`config.mk`:
```
export PLATFORM = sky130hd
export DESIGN_NAME = bdir_readout
export DESIGN_NICKNAME = d
export VERILOG_FILES = /design/src/hw/bdir_pkg.sv /design/src/hw/bdir_line_if.sv /design/src/hw/bdir_line_sync.sv /design/src/hw/bdir_readout.sv
export SDC_FILE = /design/constraint.sdc
export NUM_CORES = 2
export LEC_CHECK = 0
export BUFFER_PORTS_ARGS = -buffer_cell sky130_fd_sc_hd__buf_2
export CORE_MARGIN = 2
export CORE_UTILIZATION = 33
export DETAILED_ROUTE_END_ITERATION = 8
export GPL_TIMING_DRIVEN = 0
export PLACE_DENSITY = 0.46
export SLEW_MARGIN = 20
export SYNTH_ARGS = -nofsm -noshare
export SYNTH_HDL_FRONTEND = slang
export SYNTH_HIERARCHICAL = 1
export SYNTH_SLANG_ARGS = --single-unit
```
`constraint.sdc`:
```
create_clock -name clk -period 4.54 [get_ports clk]
set_input_delay 0.227 -clock clk [delete_from_list [all_inputs] [get_ports clk]]
set_output_delay 0.227 -clock clk [all_outputs]
set_load 0.005 [all_outputs]
```
`src/hw/bdir_pkg.sv`:
```
// Package of constants and types for the broadcast data two-wire readout.
`default_nettype none
package bdir_pkg;
  // Seven-bit slave address with the select bit at zero (write 0x20).
  localparam logic [6:0] BDIR_ADDR_BASE = 7'h10;
  // Bit positions inside the mode select control byte.
  localparam int BDIR_FMT_BIT   = 0;
  localparam int BDIR_MODE_BIT  = 1;
  localparam int BDIR_HDR_BIT   = 2;
  localparam int BDIR_ORDER_BIT = 3;
  localparam logic [7:0] BDIR_CTRL_RESET = 8'h00;
  // Read path geometry.
  localparam int         BDIR_STORE_DEPTH = 64;
  localparam logic [3:0] BDIR_PTR_LAST    = 4'hF;
  localparam logic [3:0] BDIR_BITS_BYTE   = 4'h8;
  localparam logic [3:0] BDIR_HALF_SLOTS  = 4'h8;
  // Source byte numbers per output slot, slot 0 rightmost.
  localparam logic [7:0][5:0] BDIR_F1_SRC =
    {6'h0D, 6'h15, 6'h14, 6'h13, 6'h12, 6'h11, 6'h10, 6'h0F};
  localparam logic [5:0][5:0] BDIR_F2_HI =
    {6'h18, 6'h0E, 6'h16, 6'h14, 6'h12, 6'h10};
  localparam logic [5:0][5:0] BDIR_F2_LO =
    {6'h19, 6'h0F, 6'h17, 6'h15, 6'h13, 6'h11};
  localparam logic [5:0][5:0] BDIR_L16_SRC =
    {6'h0F, 6'h05, 6'h0E, 6'h0D, 6'h0C, 6'h0B};
  localparam logic [5:0] BDIR_F2_LAST_SRC  = 6'h0D;
  localparam logic [3:0] BDIR_F2_SLOTS     = 4'h6;
  localparam logic [3:0] BDIR_F2_LAST_SLOT = 4'h6;
  localparam logic [3:0] BDIR_F1_SLOTS     = 4'h8;
  // First source byte of each header half in both orders.
  localparam logic [5:0] BDIR_HDR_A_FIRST  = 6'h26;
  localparam logic [5:0] BDIR_HDR_A_SECOND = 6'h1E;
  localparam logic [5:0] BDIR_HDR_B_FIRST  = 6'h16;
  localparam logic [5:0] BDIR_HDR_B_SECOND = 6'h0E;
  localparam logic [7:0] BDIR_FILL = 8'hFF;

  typedef enum logic [2:0] {
    BDIR_IDLE     = 3'h0,
    BDIR_ADDR     = 3'h1,
    BDIR_ADDR_ACK = 3'h3,
    BDIR_TX       = 3'h2,
    BDIR_MACK     = 3'h6,
    BDIR_WR       = 3'h7,
    BDIR_WR_ACK   = 3'h5
  } bdir_state_t;
endpackage
`default_nettype wire

```
`src/hw/bdir_line_if.sv`:
```
// Interface carrying synchronised bus levels and bus events.
`default_nettype none
interface bdir_line_if;
  logic scl;
  logic sda;
  logic scl_rise;
  logic scl_fall;
  logic start;
  logic stop;
  modport source (output scl, sda, scl_rise, scl_fall, start, stop);
  modport sink   (input scl, sda, scl_rise, scl_fall, start, stop);
endinterface
`default_nettype wire

```
`src/hw/bdir_line_sync.sv`:
```
// Synchroniser and start, stop and clock edge detector for the bus pins.
`default_nettype none
module bdir_line_sync
  import bdir_pkg::*;
(
  input  wire logic   clk,
  input  wire logic   rst,
  input  wire logic   scl_i,
  input  wire logic   sda_i,
  bdir_line_if.source ln
);
  typedef struct packed {
    logic [1:0] scl_s1;
    logic [1:0] scl_s2;
    logic [1:0] prev;
  } bdir_sync_t;

  bdir_sync_t r;
  bdir_sync_t n;

  // Two stages per pin, then one stage of history for edge detection.
  always_comb begin
    n.scl_s1 = {scl_i, sda_i};
    n.scl_s2 = r.scl_s1;
    n.prev   = r.scl_s2;
  end

  // Lines idle high, so reset to high to avoid a false event.
  always_ff @(posedge clk) begin
    if (rst) begin
      r <= '{default: 2'h3};
    end else begin
      r <= n;
    end
  end

  // Events only look at the second stage and its history.
  assign ln.scl      = r.scl_s2[1];
  assign ln.sda      = r.scl_s2[0];
  assign ln.scl_rise = r.scl_s2[1] & ~r.prev[1];
  assign ln.scl_fall = ~r.scl_s2[1] & r.prev[1];
  assign ln.start    = r.scl_s2[1] & r.prev[1] & r.prev[0] & ~r.scl_s2[0];
  assign ln.stop     = r.scl_s2[1] & r.prev[1] & ~r.prev[0] & r.scl_s2[0];
endmodule
`default_nettype wire

```
`src/hw/bdir_readout.sv`:
```
// Two-wire slave read path of the broadcast data decoder.
// Summary of operation
// - Header select bit low gives format 1 data, high gives header bytes.
// - Order bit low: header 38-45 then 30-37; high: 22-29 then 14-21.
// - A read addresses at most 16 slots, mapped by the active mode; the pointer holds at slot 16.
// - A start condition clears the output byte pointer.
// - Matching read address is acknowledged low, then the slave transmits.
// - Pointed byte goes out on the next eight clocks, top bit first.
// - Master acknowledge advances the pointer and sends the next byte.
// - Missing master acknowledge releases the line and ends transmission.
// - Every source byte is bit-reversed before it is placed in a slot.
// - Format 1: slots 1-7 hold bytes 15-21, slot 8 holds byte 13.
// - Format 2: nibble pairs per slot; slot 7 holds byte 13 over ones.
// - Line 16: slots 1-6 hold bytes 11,12,13,14,5,15; slot 7 all ones.
// - Addresses 0x20/0x21 with select low, 0x22/0x23 with select high.
// - Control bit 0 picks format 2 (0) or format 1/header (1).
// - Control bit 1 picks line 16 mode (0) or packet mode (1).
// - Store writes arriving while a bus access is in progress are dropped, not applied later.
`default_nettype none
module bdir_readout
  import bdir_pkg::*;
(
  input  wire logic       clk,
  input  wire logic       rst,
  input  wire logic       scl_i,
  input  wire logic       sda_i,
  output logic            sda_o,
  output logic            sda_oe,
  input  wire logic       address_select_input,
  input  wire logic       acq_we,
  input  wire logic [5:0] acq_addr,
  input  wire logic [7:0] acq_data,
  output logic            acq_hold,
  output logic [7:0]      mode_select_control
);
  typedef struct packed {
    bdir_state_t                              st;
    logic [3:0]                               cnt;
    logic [7:0]                               sh;
    logic [3:0]                               ptr;
    logic                                     rd;
    logic                                     macked;
    logic                                     drv;
    logic [7:0]                               ctrl;
    logic                                     sel_s1;
    logic                                     sel_s2;
    logic [BDIR_STORE_DEPTH-1:0][7:0]         store;
  } bdir_core_t;

  bdir_core_t  r;
  bdir_core_t  n;
  bdir_line_if ln ();

  bdir_line_sync u_sync (
    .clk   (clk),
    .rst   (rst),
    .scl_i (scl_i),
    .sda_i (sda_i),
    .ln    (ln)
  );

  // Reverses bit order so source bit 0 leaves first.
  function automatic logic [7:0] rev8(input logic [7:0] v);
    logic [7:0] o;
    o = 8'h00;
    for (int i = 0; i < 8; i++) begin
      o[7-i] = v[i];
    end
    return o;
  endfunction

  // Builds the output byte for one slot from the store and control byte.
  function automatic logic [7:0] map_byte(
    input logic [7:0]                      ctrl,
    input logic [3:0]                      ptr,
    input logic [BDIR_STORE_DEPTH-1:0][7:0] st
  );
    logic [5:0] idx;
    logic [2:0] low;
    logic [7:0] hi;
    logic [7:0] lo;
    idx = 6'h00;
    low = ptr[2:0];
    hi  = 8'h00;
    lo  = 8'h00;
    map_byte = BDIR_FILL;
    if (!ctrl[BDIR_MODE_BIT]) begin
      if (ptr < BDIR_F2_SLOTS) begin
        map_byte = rev8(st[BDIR_L16_SRC[ptr]]);
      end
    end else if (!ctrl[BDIR_FMT_BIT]) begin
      if (ptr < BDIR_F2_SLOTS) begin
        hi = rev8(st[BDIR_F2_HI[ptr]]);
        lo = rev8(st[BDIR_F2_LO[ptr]]);
        map_byte = {hi[7:4], lo[7:4]};
      end else if (ptr == BDIR_F2_LAST_SLOT) begin
        hi = rev8(st[BDIR_F2_LAST_SRC]);
        map_byte = {hi[7:4], 4'hF};
      end
    end else if (!ctrl[BDIR_HDR_BIT]) begin
      if (ptr < BDIR_F1_SLOTS) begin
        map_byte = rev8(st[BDIR_F1_SRC[low]]);
      end
    end else begin
      // Header bytes run in two halves of eight consecutive bytes.
      if (!ctrl[BDIR_ORDER_BIT]) begin
        idx = (ptr < BDIR_HALF_SLOTS) ? BDIR_HDR_A_FIRST : BDIR_HDR_A_SECOND;
      end else begin
        idx = (ptr < BDIR_HALF_SLOTS) ? BDIR_HDR_B_FIRST : BDIR_HDR_B_SECOND;
      end
      map_byte = rev8(st[idx + {3'h0, low}]);
    end
  endfunction

  // Bus protocol engine, control register and acquisition store.
  always_comb begin
    n = r;
    // The select strap is a pin, so it passes two stages before use.
    n.sel_s1 = address_select_input;
    n.sel_s2 = r.sel_s1;
    // New data lands only while the bus is untouched.
    if (acq_we && r.st == BDIR_IDLE && !ln.start) begin
      n.store[acq_addr] = acq_data;
    end
    if (ln.start) begin
      n.st  = BDIR_ADDR;
      n.cnt = 4'h0;
      n.ptr = 4'h0;
      n.drv = 1'b0;
    end else if (ln.stop) begin
      n.st  = BDIR_IDLE;
      n.drv = 1'b0;
    end else begin
      case (r.st)
        BDIR_ADDR, BDIR_WR: begin
          if (ln.scl_rise) begin
            n.sh  = {r.sh[6:0], ln.sda};
            n.cnt = r.cnt + 4'h1;
          end else if (ln.scl_fall && r.cnt == BDIR_BITS_BYTE) begin
            n.cnt = 4'h0;
            if (r.st == BDIR_WR) begin
              n.ctrl = r.sh;
              n.drv  = 1'b1;
              n.st   = BDIR_WR_ACK;
            end else if (r.sh[7:1] ==
                         (BDIR_ADDR_BASE | {6'h00, r.sel_s2})) begin
              n.rd  = r.sh[0];
              n.drv = 1'b1;
              n.st  = BDIR_ADDR_ACK;
            end else begin
              n.st = BDIR_IDLE;
            end
          end
        end
        BDIR_ADDR_ACK: begin
          if (ln.scl_fall) begin
            if (r.rd) begin
              n.sh  = map_byte(r.ctrl, r.ptr, r.store);
              n.drv = ~n.sh[7];
              n.st  = BDIR_TX;
            end else begin
              n.drv = 1'b0;
              n.st  = BDIR_WR;
            end
          end
        end
        BDIR_TX: begin
          if (ln.scl_fall) begin
            if (r.cnt == BDIR_BITS_BYTE - 4'h1) begin
              n.cnt = 4'h0;
              n.drv = 1'b0;
              n.st  = BDIR_MACK;
            end else begin
              n.sh  = {r.sh[6:0], 1'b0};
              n.drv = ~r.sh[6];
              n.cnt = r.cnt + 4'h1;
            end
          end
        end
        BDIR_MACK: begin
          if (ln.scl_rise) begin
            n.macked = ~ln.sda;
          end else if (ln.scl_fall) begin
            if (r.macked) begin
              if (r.ptr != BDIR_PTR_LAST) begin
                n.ptr = r.ptr + 4'h1;
              end
              n.sh  = map_byte(r.ctrl, n.ptr, r.store);
              n.drv = ~n.sh[7];
              n.st  = BDIR_TX;
            end else begin
              n.drv = 1'b0;
              n.st  = BDIR_IDLE;
            end
          end
        end
        BDIR_WR_ACK: begin
          if (ln.scl_fall) begin
            n.drv = 1'b0;
            n.st  = BDIR_IDLE;
          end
        end
        default: begin
          n.drv = 1'b0;
        end
      endcase
    end
  end

  // Control byte clears to zero at power-up; the store starts empty.
  always_ff @(posedge clk) begin
    if (rst) begin
      r <= '0;
    end else begin
      r <= n;
    end
  end

  // Open-drain line: only ever pulled low.
  assign sda_o               = 1'b0;
  assign sda_oe              = r.drv;
  assign acq_hold            = (r.st != BDIR_IDLE);
  assign mode_select_control = r.ctrl;
endmodule
`default_nettype wire

```
### Yosys cells after proc, flatten, opt, wreduce, memory -nomap -nowiden

Memory sizes are Yosys's and may differ from the RTL's. A register that Yosys moved wholly into a read port is not among the register bits.
Index checks and enable logic that the tools add are counted.

* equal/unequal tests: 34
* reductions and logical operators: 23
* bitwise gates (word level): 18
* add/subtract/negate cells: 4
* multiplexer cells: 143
* order comparisons: 20

Operators with widths (count)
* $bwmux W512: 1
* $bmux W8 S6: 10
* $mux W8: 37
* $mux W6: 29
* $lt A6 B7 Y1 const B: 11
* $mux W4: 14
* $demux W8 S6: 1
* $mux W3: 16
* $mux W12: 3
* $ne A4 B4 Y1 const B: 9
* $pmux W8 S4: 1
* $ne A2 B2 Y1 const B: 12
* $mux W1: 18
* $mux W18: 1
* $mux W9: 2
* $reduce_and A9 Y1: 2
* $lt A4 B4 Y1 const B: 4
* $mux W15: 1
* $mux W5: 3
* $pmux W3 S5: 1
* $add A6 B3 Y6: 2
* $eq A4 B3 Y1 const B: 3
* $not A1 Y1: 11
* $reduce_and A11 Y1: 1
* other kinds (30): 49

* output and inout bits: 11
* memory bits (read-only): 384
* bits of input ports: 20
* memories kept: 8
* register bits after elaboration: 550
* logic and storage cells: 328

Memories
* (no name shown): depth 8, width 6, read ports 1, clocked after Yosys merged registers in 0, write ports 0, RTL line bdir_readout.sv:102 `map_byte = rev8(st[BDIR_F1_SRC[low]]);`
* (no name shown): depth 8, width 6, read ports 1, clocked after Yosys merged registers in 0, write ports 0, RTL line bdir_readout.sv:94 `lo = rev8(st[BDIR_F2_LO[ptr]]);`
* (no name shown): depth 8, width 6, read ports 1, clocked after Yosys merged registers in 0, write ports 0, RTL line bdir_readout.sv:93 `hi = rev8(st[BDIR_F2_HI[ptr]]);`
* (no name shown): depth 8, width 6, read ports 1, clocked after Yosys merged registers in 0, write ports 0, RTL line bdir_readout.sv:89 `map_byte = rev8(st[BDIR_L16_SRC[ptr]]);`
* (no name shown): depth 8, width 6, read ports 1, clocked after Yosys merged registers in 1, write ports 0, RTL line bdir_readout.sv:102
* (no name shown): depth 8, width 6, read ports 1, clocked after Yosys merged registers in 1, write ports 0, RTL line bdir_readout.sv:94
* +2 memories

### Logic depth before layout (Yosys ltp)

* depth in word-level cells: 38
* depth in mapped cells: 20
* depth with buffers taken out: 12

### Hierarchy

Netlist, hierarchy kept.

Modules (own cells, without submodules)
* bdir_readout: instances 1, area an instance 38090.3 um^2, sequential area each 11130.7 um^2, cells each 4270
* bdir_line_sync: instances 1, area an instance 190.2 um^2, sequential area each 120.1 um^2, cells each 16

### Worst setup path before layout

OpenSTA, ideal clock, no wires.

* path kind: register -> register
* start point: register r[526] (netlist name)
* end point: register r[533] (netlist name)
* cell stages (with the launch flop): 18
* path buffers: 7
* slack: 0.490 ns
* period minus slack after synthesis: 4.050 ns
* arrival time: 3.935 ns
* required time: 4.424 ns
* library setup time: 0.116 ns
* path through: dfxtp_1 > buf_6 > buf_4 > buf_2 > buf_2 > inv_1 > ha_1 > buf_2 > nor2b_1 > a22o_1 > nor3_1 > buf_2 > buf_2 > mux4_2 > mux4_2 > nand2_1 > nand4_1 > a31o_1

* cells in the longest elaborated chain, start to end: 36
* elaborated cells between the ends (all ways): 87
* classes of those cells: add/sub (3); order compare (4); eq/ne (3); mux (74); memory (3)

Ends and longest elaborated chain
* start: declaration: RTL line bdir_readout.sv:50 `bdir_core_t r;`
* start signal: assignment: RTL line bdir_readout.sv:215 `r <= n;`
* $add A4 B1 Y4 or $ne A4 B4 Y1 (tied branches): RTL line bdir_readout.sv:186, bdir_readout.sv:185
* $mux W4: RTL line bdir_readout.sv:185 `if (r.ptr != BDIR_PTR_LAST) begin`
* $mux W4: RTL line bdir_readout.sv:184 `if (r.macked) begin`
* $mux W4: RTL line bdir_readout.sv:183 `end else if (ln.scl_fall) begin`
* $mux W4: RTL line bdir_readout.sv:181 `if (ln.scl_rise) begin`
* $mux W4: RTL line bdir_readout.sv:134 `case (r.st)`
* $mux W4: RTL line bdir_readout.sv:130 `end else if (ln.stop) begin`
* $mux W4: RTL line bdir_readout.sv:125 `if (ln.start) begin`
* (+20 left out)
* $mux W8: RTL line bdir_readout.sv:181
* $mux W8: RTL line bdir_readout.sv:134
* $mux W8: RTL line bdir_readout.sv:130
* $mux W8: RTL line bdir_readout.sv:125
* $mux W12: RTL line bdir_readout.sv:184
* $mux W12: RTL line bdir_readout.sv:183
* $mux W12: RTL line bdir_readout.sv:181
* $pmux W8 S4 *: RTL line bdir_readout.sv:134

Mark *: on every way between the ends. The rest lies on a longest branch, timed or not. The select of a mux whose other input is x is not followed.
A chain may end at the register's enable or synchronous reset.

### Worst setup path in the final report

* start point: register r[525] (netlist name)
* end point: register r[536] (netlist name)

The elaborated chain is that of the path after synthesis.

==> PnR_summary.wiki <==
{| class="wikitable"
! Metric !! Value
|-
| Result of the run || complete, but fails checks
|-
| Failing checks || setup timing
|-
| Critical Path End Type || flip-flop
|-
| Worst path max stage delay || 760 ps
|-
| Area of the placeable core || 115000 µm²
|-
| Total global routing overflow || 0
|-
| Ratio of total power to cell area || 261 nW/µm²
|-
| Cell-by-cell trace of the critical path || buf_6 -> buf_6 -> buf_4 -> buf_2 -> mux2i_1 -> o21ai_0 -> o21ai_0 -> a311oi_1 -> nor4_1 -> a311oi_1 -> o31a_1 -> o221a_2 -> a31o_2
|-
| Startpoint type of the worst setup path || flip-flop
|-
| Largest area contributor in the netlist || sky130_fd_sc_hd__dfxtp_1
|-
| Number of levels the H-tree was split into || 3
|-
| Seq/Total Area, Yosys || 29.4%
|-
| Share of final-layout standard cells stronger than drive strength 1 || 20.7%
|-
| Critical path buffers and inverters || 4
|-
| Final Max Slew Viols || 0
|-
| Max IR drop VDD || 0.283 mV
|-
| Clock tree from TritonCTS || done
|-
| Top cell family by delay on the critical path || compound AO/OA/AOI/OAI gates
|-
| Slowest-stage cell, CP || sky130_fd_sc_hd__buf_2
|-
| Final period utilization || 107%
|-
| Cell total after placement || 5831
|-
| Met2 Use GR || 67.6%
|-
| Count of maximum capacitance violations || 0
|-
| RSZ-0062 raised after global routing || true
|-
| Most instantiated flip-flop cell in the synthesis netlist || sky130_fd_sc_hd__dfxtp_1
|-
| I/O pin cnt || 31
|-
| Mapped cell area || 38300 µm²
|-
| DP HPWL || 217000 µm
|-
| Proportion of power drawn by combinational gates || 4.9%
|-
| Wire per inst || 48.4 µm
|-
| Maximum root-to-sink buffer count || 3
|-
| Leak || 14.2 nW
|-
| Max frequency || 0.205 GHz
|-
| Proportion of synthesized flip-flops having asynchronous set or reset || 0%
|-
| Arrival time of data at the critical path endpoint || 5450 ps
|-
| Insertion delay of the later-clocked pin in the worst-skew pair || 710 ps
|-
| # setup viols final || 9
|-
| Highest fanout seen on the critical path || 10
|-
| Maximum number of pins on one net before global-route repair || 20
|-
| Setup slack after layout || -328 ps
|-
| Final worst path period need || 4870 ps
|-
| Pin slew with the least headroom to its limit || 1290 ps
|-
| Maximum clock skew at final layout || 32.6 ps
|-
| Die area || 119000 µm²
|-
| Starting density of the core || 33.4%
|-
| EDFF count, synth || 0
|-
| Number of nets produced by synthesis || 4324
|-
| Count of buffers from port buffering || 19
|-
| Worst min-delay path category || input pin to flip-flop
|-
| Final non-filler cell total || 6041
|-
| Post-DR vias/cell || 7.13
|-
| Beginning of the critical path || r[525]
|-
| Layer carrying the most global-route usage || met2
|-
| Slew Limit Headroom || 13.8%
|-
| Number of hold-slack violations in the final timing report || 0
|-
| WS Path Type || flip-flop to flip-flop
|-
| Number of optimization iterations in the first detailed-route pass || 6
|-
| Routed WL || 293000 µm
|-
| Remaining DRCs || 0
|-
| Overall global routing resource usage || 48.3%
|-
| Count of state elements after synthesis || 562
|-
| Sw power || 3.10 mW
|-
| Gate count of the mapped netlist || 4286
|-
| First-pass GRT wire length || 378000 µm
|-
| List of most frequent post-synthesis cells || 754 x sky130_fd_sc_hd__nand2_1, 562 x sky130_fd_sc_hd__dfxtp_1, 412 x sky130_fd_sc_hd__mux2i_1, 374 x sky130_fd_sc_hd__nand3_1, 373 x sky130_fd_sc_hd__nor2_1
|-
| Met3 layer usage reported by global route || 21.5%
|-
| Top cells by area, synth || sky130_fd_sc_hd__dfxtp_1 29%, sky130_fd_sc_hd__mux4_2 21%, sky130_fd_sc_hd__mux2i_1 11%
|-
| Worst reg2reg path startpoint || r[525]
|-
| Number of nets still failing antenna checks after routing || 0
|-
| Number of antenna violations at the first check in global routing || 45
|-
| Switching share of total power || 26.6%
|-
| Via count || 43.1k
|-
| Sequential fraction of design power || 43.0%
|-
| Die span in x || 345 µm
|-
| Nets || 4473
|-
| Count leader, synth || sky130_fd_sc_hd__nand2_1
|-
| Number of buffers added by the clock tree synthesis step || 71
|-
| Internal portion of total power || 8.53 mW
|-
| Fraction of synthesized cell area taken by the top area cell type || 29.4%
|-
| Vias in the first global route || 38.3k
|-
| Startpoint of the most critical hold path || acq_data[7]
|-
| Mean Syn Cell Area || 8.93 µm²
|-
| Violation count after the first detailed-routing iteration || 7623
|-
| Met1 Track Usage GR || 56.0%
|-
| Warning count from the yosys run || 6
|-
| Number of library cell types mapped by synthesis || 91
|-
| Clock net sink count || 562
|-
| Die Height || 345 µm
|-
| Layout Area Growth over Synthesis || 16.4%
|-
| CP required || 5120 ps
|-
| Site row count || 124
|-
| Clk root buf || sky130_fd_sc_hd__clkbuf_16
|-
| Clock slew at reported path FFs || 60 ps
|-
| Clock network fraction of design power || 52.1%
|-
| Gpl congestion || 1.13
|-
| Total chip power || 11.6 mW
|}
power by group through the flow:
| stage | registers (mW) | clock network [mW] | logic, mW |
|---|---|---|---|
| floorplan | 5.08 | 0 | 0.267 |
| global placement | 5.10 | 0 | 0.530 |
| detailed placement | 5.10 | 0 | 0.531 |
| CTS | 4.99 | 6.09 | 0.537 |
| global route | 4.99 | 6.25 | 0.576 |
| finish | 5.00 | 6.06 | 0.570 |
path summary, 6_finish.rpt:
path | end | slack (ps) | cells after the start
max reg2reg | r[536] | -330 | 13
max | r[536] | -330 | 13
min reg2reg | u_sync/ln.sda | 430 | 1
min | r[39] | 60 | 3
worst register-to-register path, delay by kind of cell, from the launching register on:
kind	cells	cell delay, ps
muxes	1	610
AOI/OAI and AO/OA	7	1920
buffers and inverters	4	1550
DFF	1	420
and+or+nand+nor	1	270
per-stage QoR:
stage | worst slack [ps] | hold WS (ps) | instance area, µm² | TNS (ps) | utilization (%)
global placement | -4940 | 402 | 40300 | -72840 | 35.1
CTS | 3.60 | 69.1 | 44100 | 0 | 38.5
detailed placement | -4160 | 398 | 40600 | -49300 | 35.4
finish | -328 | 62.3 | 44600 | -1770 | 38.9
global route | -81.4 | 118 | 44500 | -202 | 38.8
floorplan | 490 | 324 | 38300 | 0 | -
logic make-up after synthesis:
group	Yosys count	share of synthesized area, %
buffers and inverters	446	5.47
DFF	562	29.4
muxes	782	32.2
other	1	0.00980
and+or+nand+nor	1725	19.8
AOI/OAI and AO/OA	732	11.9
adders and majority gates	18	0.588
xor gates and xnor gates	20	0.536
timing repair:
action | CTS | global route
endpoints found under the setup margin | 18 | 9
buffers inserted | 27 | 13
gates resized for setup | 214 | 61
hold buffers | 6 | 0
pin swaps | 23 | 14
hold endpoints to repair | 7 | 0
layout make-up:
cell class | count | area (µm²)
antenna | 38 | 95.1
buffer | 418 | 2480
tap | 1512 | 1890
fill | 11814 | 70100
inverter | 25 | 101
multi-input combinational | 3278 | 25600
timing repair buffer | 79 | 686
clock inverter | 26 | 320
sequential | 562 | 11300
clock buffer | 103 | 2100
sequential cells by signal (all words and copies together) (netlist names), named ones only:
signal and count:
u_sync/r 2, u_sync/n 2, mode_select_control 8, u_sync/ln.sda 1
n 1, u_sync/ln.scl 1, sda_oe 1, r 534
routing by layer:
| layer | vias to the layer above | share of wire (%) |
|---|---|---|
| met5 | - | 0.028 |
| met4 | 12 | 11 |
| met3 | 1294 | 14 |
| met2 | 4054 | 40 |
| met1 | 21515 | 35 |
| li1 | 16227 | - |
cell usage in the layout, fill, tap and decap left out, types with 29 or more instances in the layout:
| cell type | n |
|---|---|
| sky130_fd_sc_hd__a211oi_1 | 30 |
| sky130_fd_sc_hd__a21oi_1 | 324 |
| sky130_fd_sc_hd__a31oi_1 | 36 |
| sky130_fd_sc_hd__buf_1 | 48 |
| sky130_fd_sc_hd__buf_2 | 68 |
| sky130_fd_sc_hd__buf_4 | 100 |
| sky130_fd_sc_hd__buf_6 | 46 |
| sky130_fd_sc_hd__clkbuf_1 | 167 |
| sky130_fd_sc_hd__clkbuf_16 | 73 |
| sky130_fd_sc_hd__clkbuf_2 | 34 |
| sky130_fd_sc_hd__dfxtp_1 | 560 |
| sky130_fd_sc_hd__diode_2 | 38 |
| sky130_fd_sc_hd__mux2i_1 | 411 |
| sky130_fd_sc_hd__mux4_2 | 358 |
| sky130_fd_sc_hd__nand2_1 | 746 |
| sky130_fd_sc_hd__nand3_1 | 373 |
| sky130_fd_sc_hd__nand4_1 | 29 |
| sky130_fd_sc_hd__nor2_1 | 363 |
| sky130_fd_sc_hd__nor2_2 | 30 |
| sky130_fd_sc_hd__o21ai_0 | 68 |
| sky130_fd_sc_hd__o22ai_1 | 37 |
(Power assumes the default switching activity.)
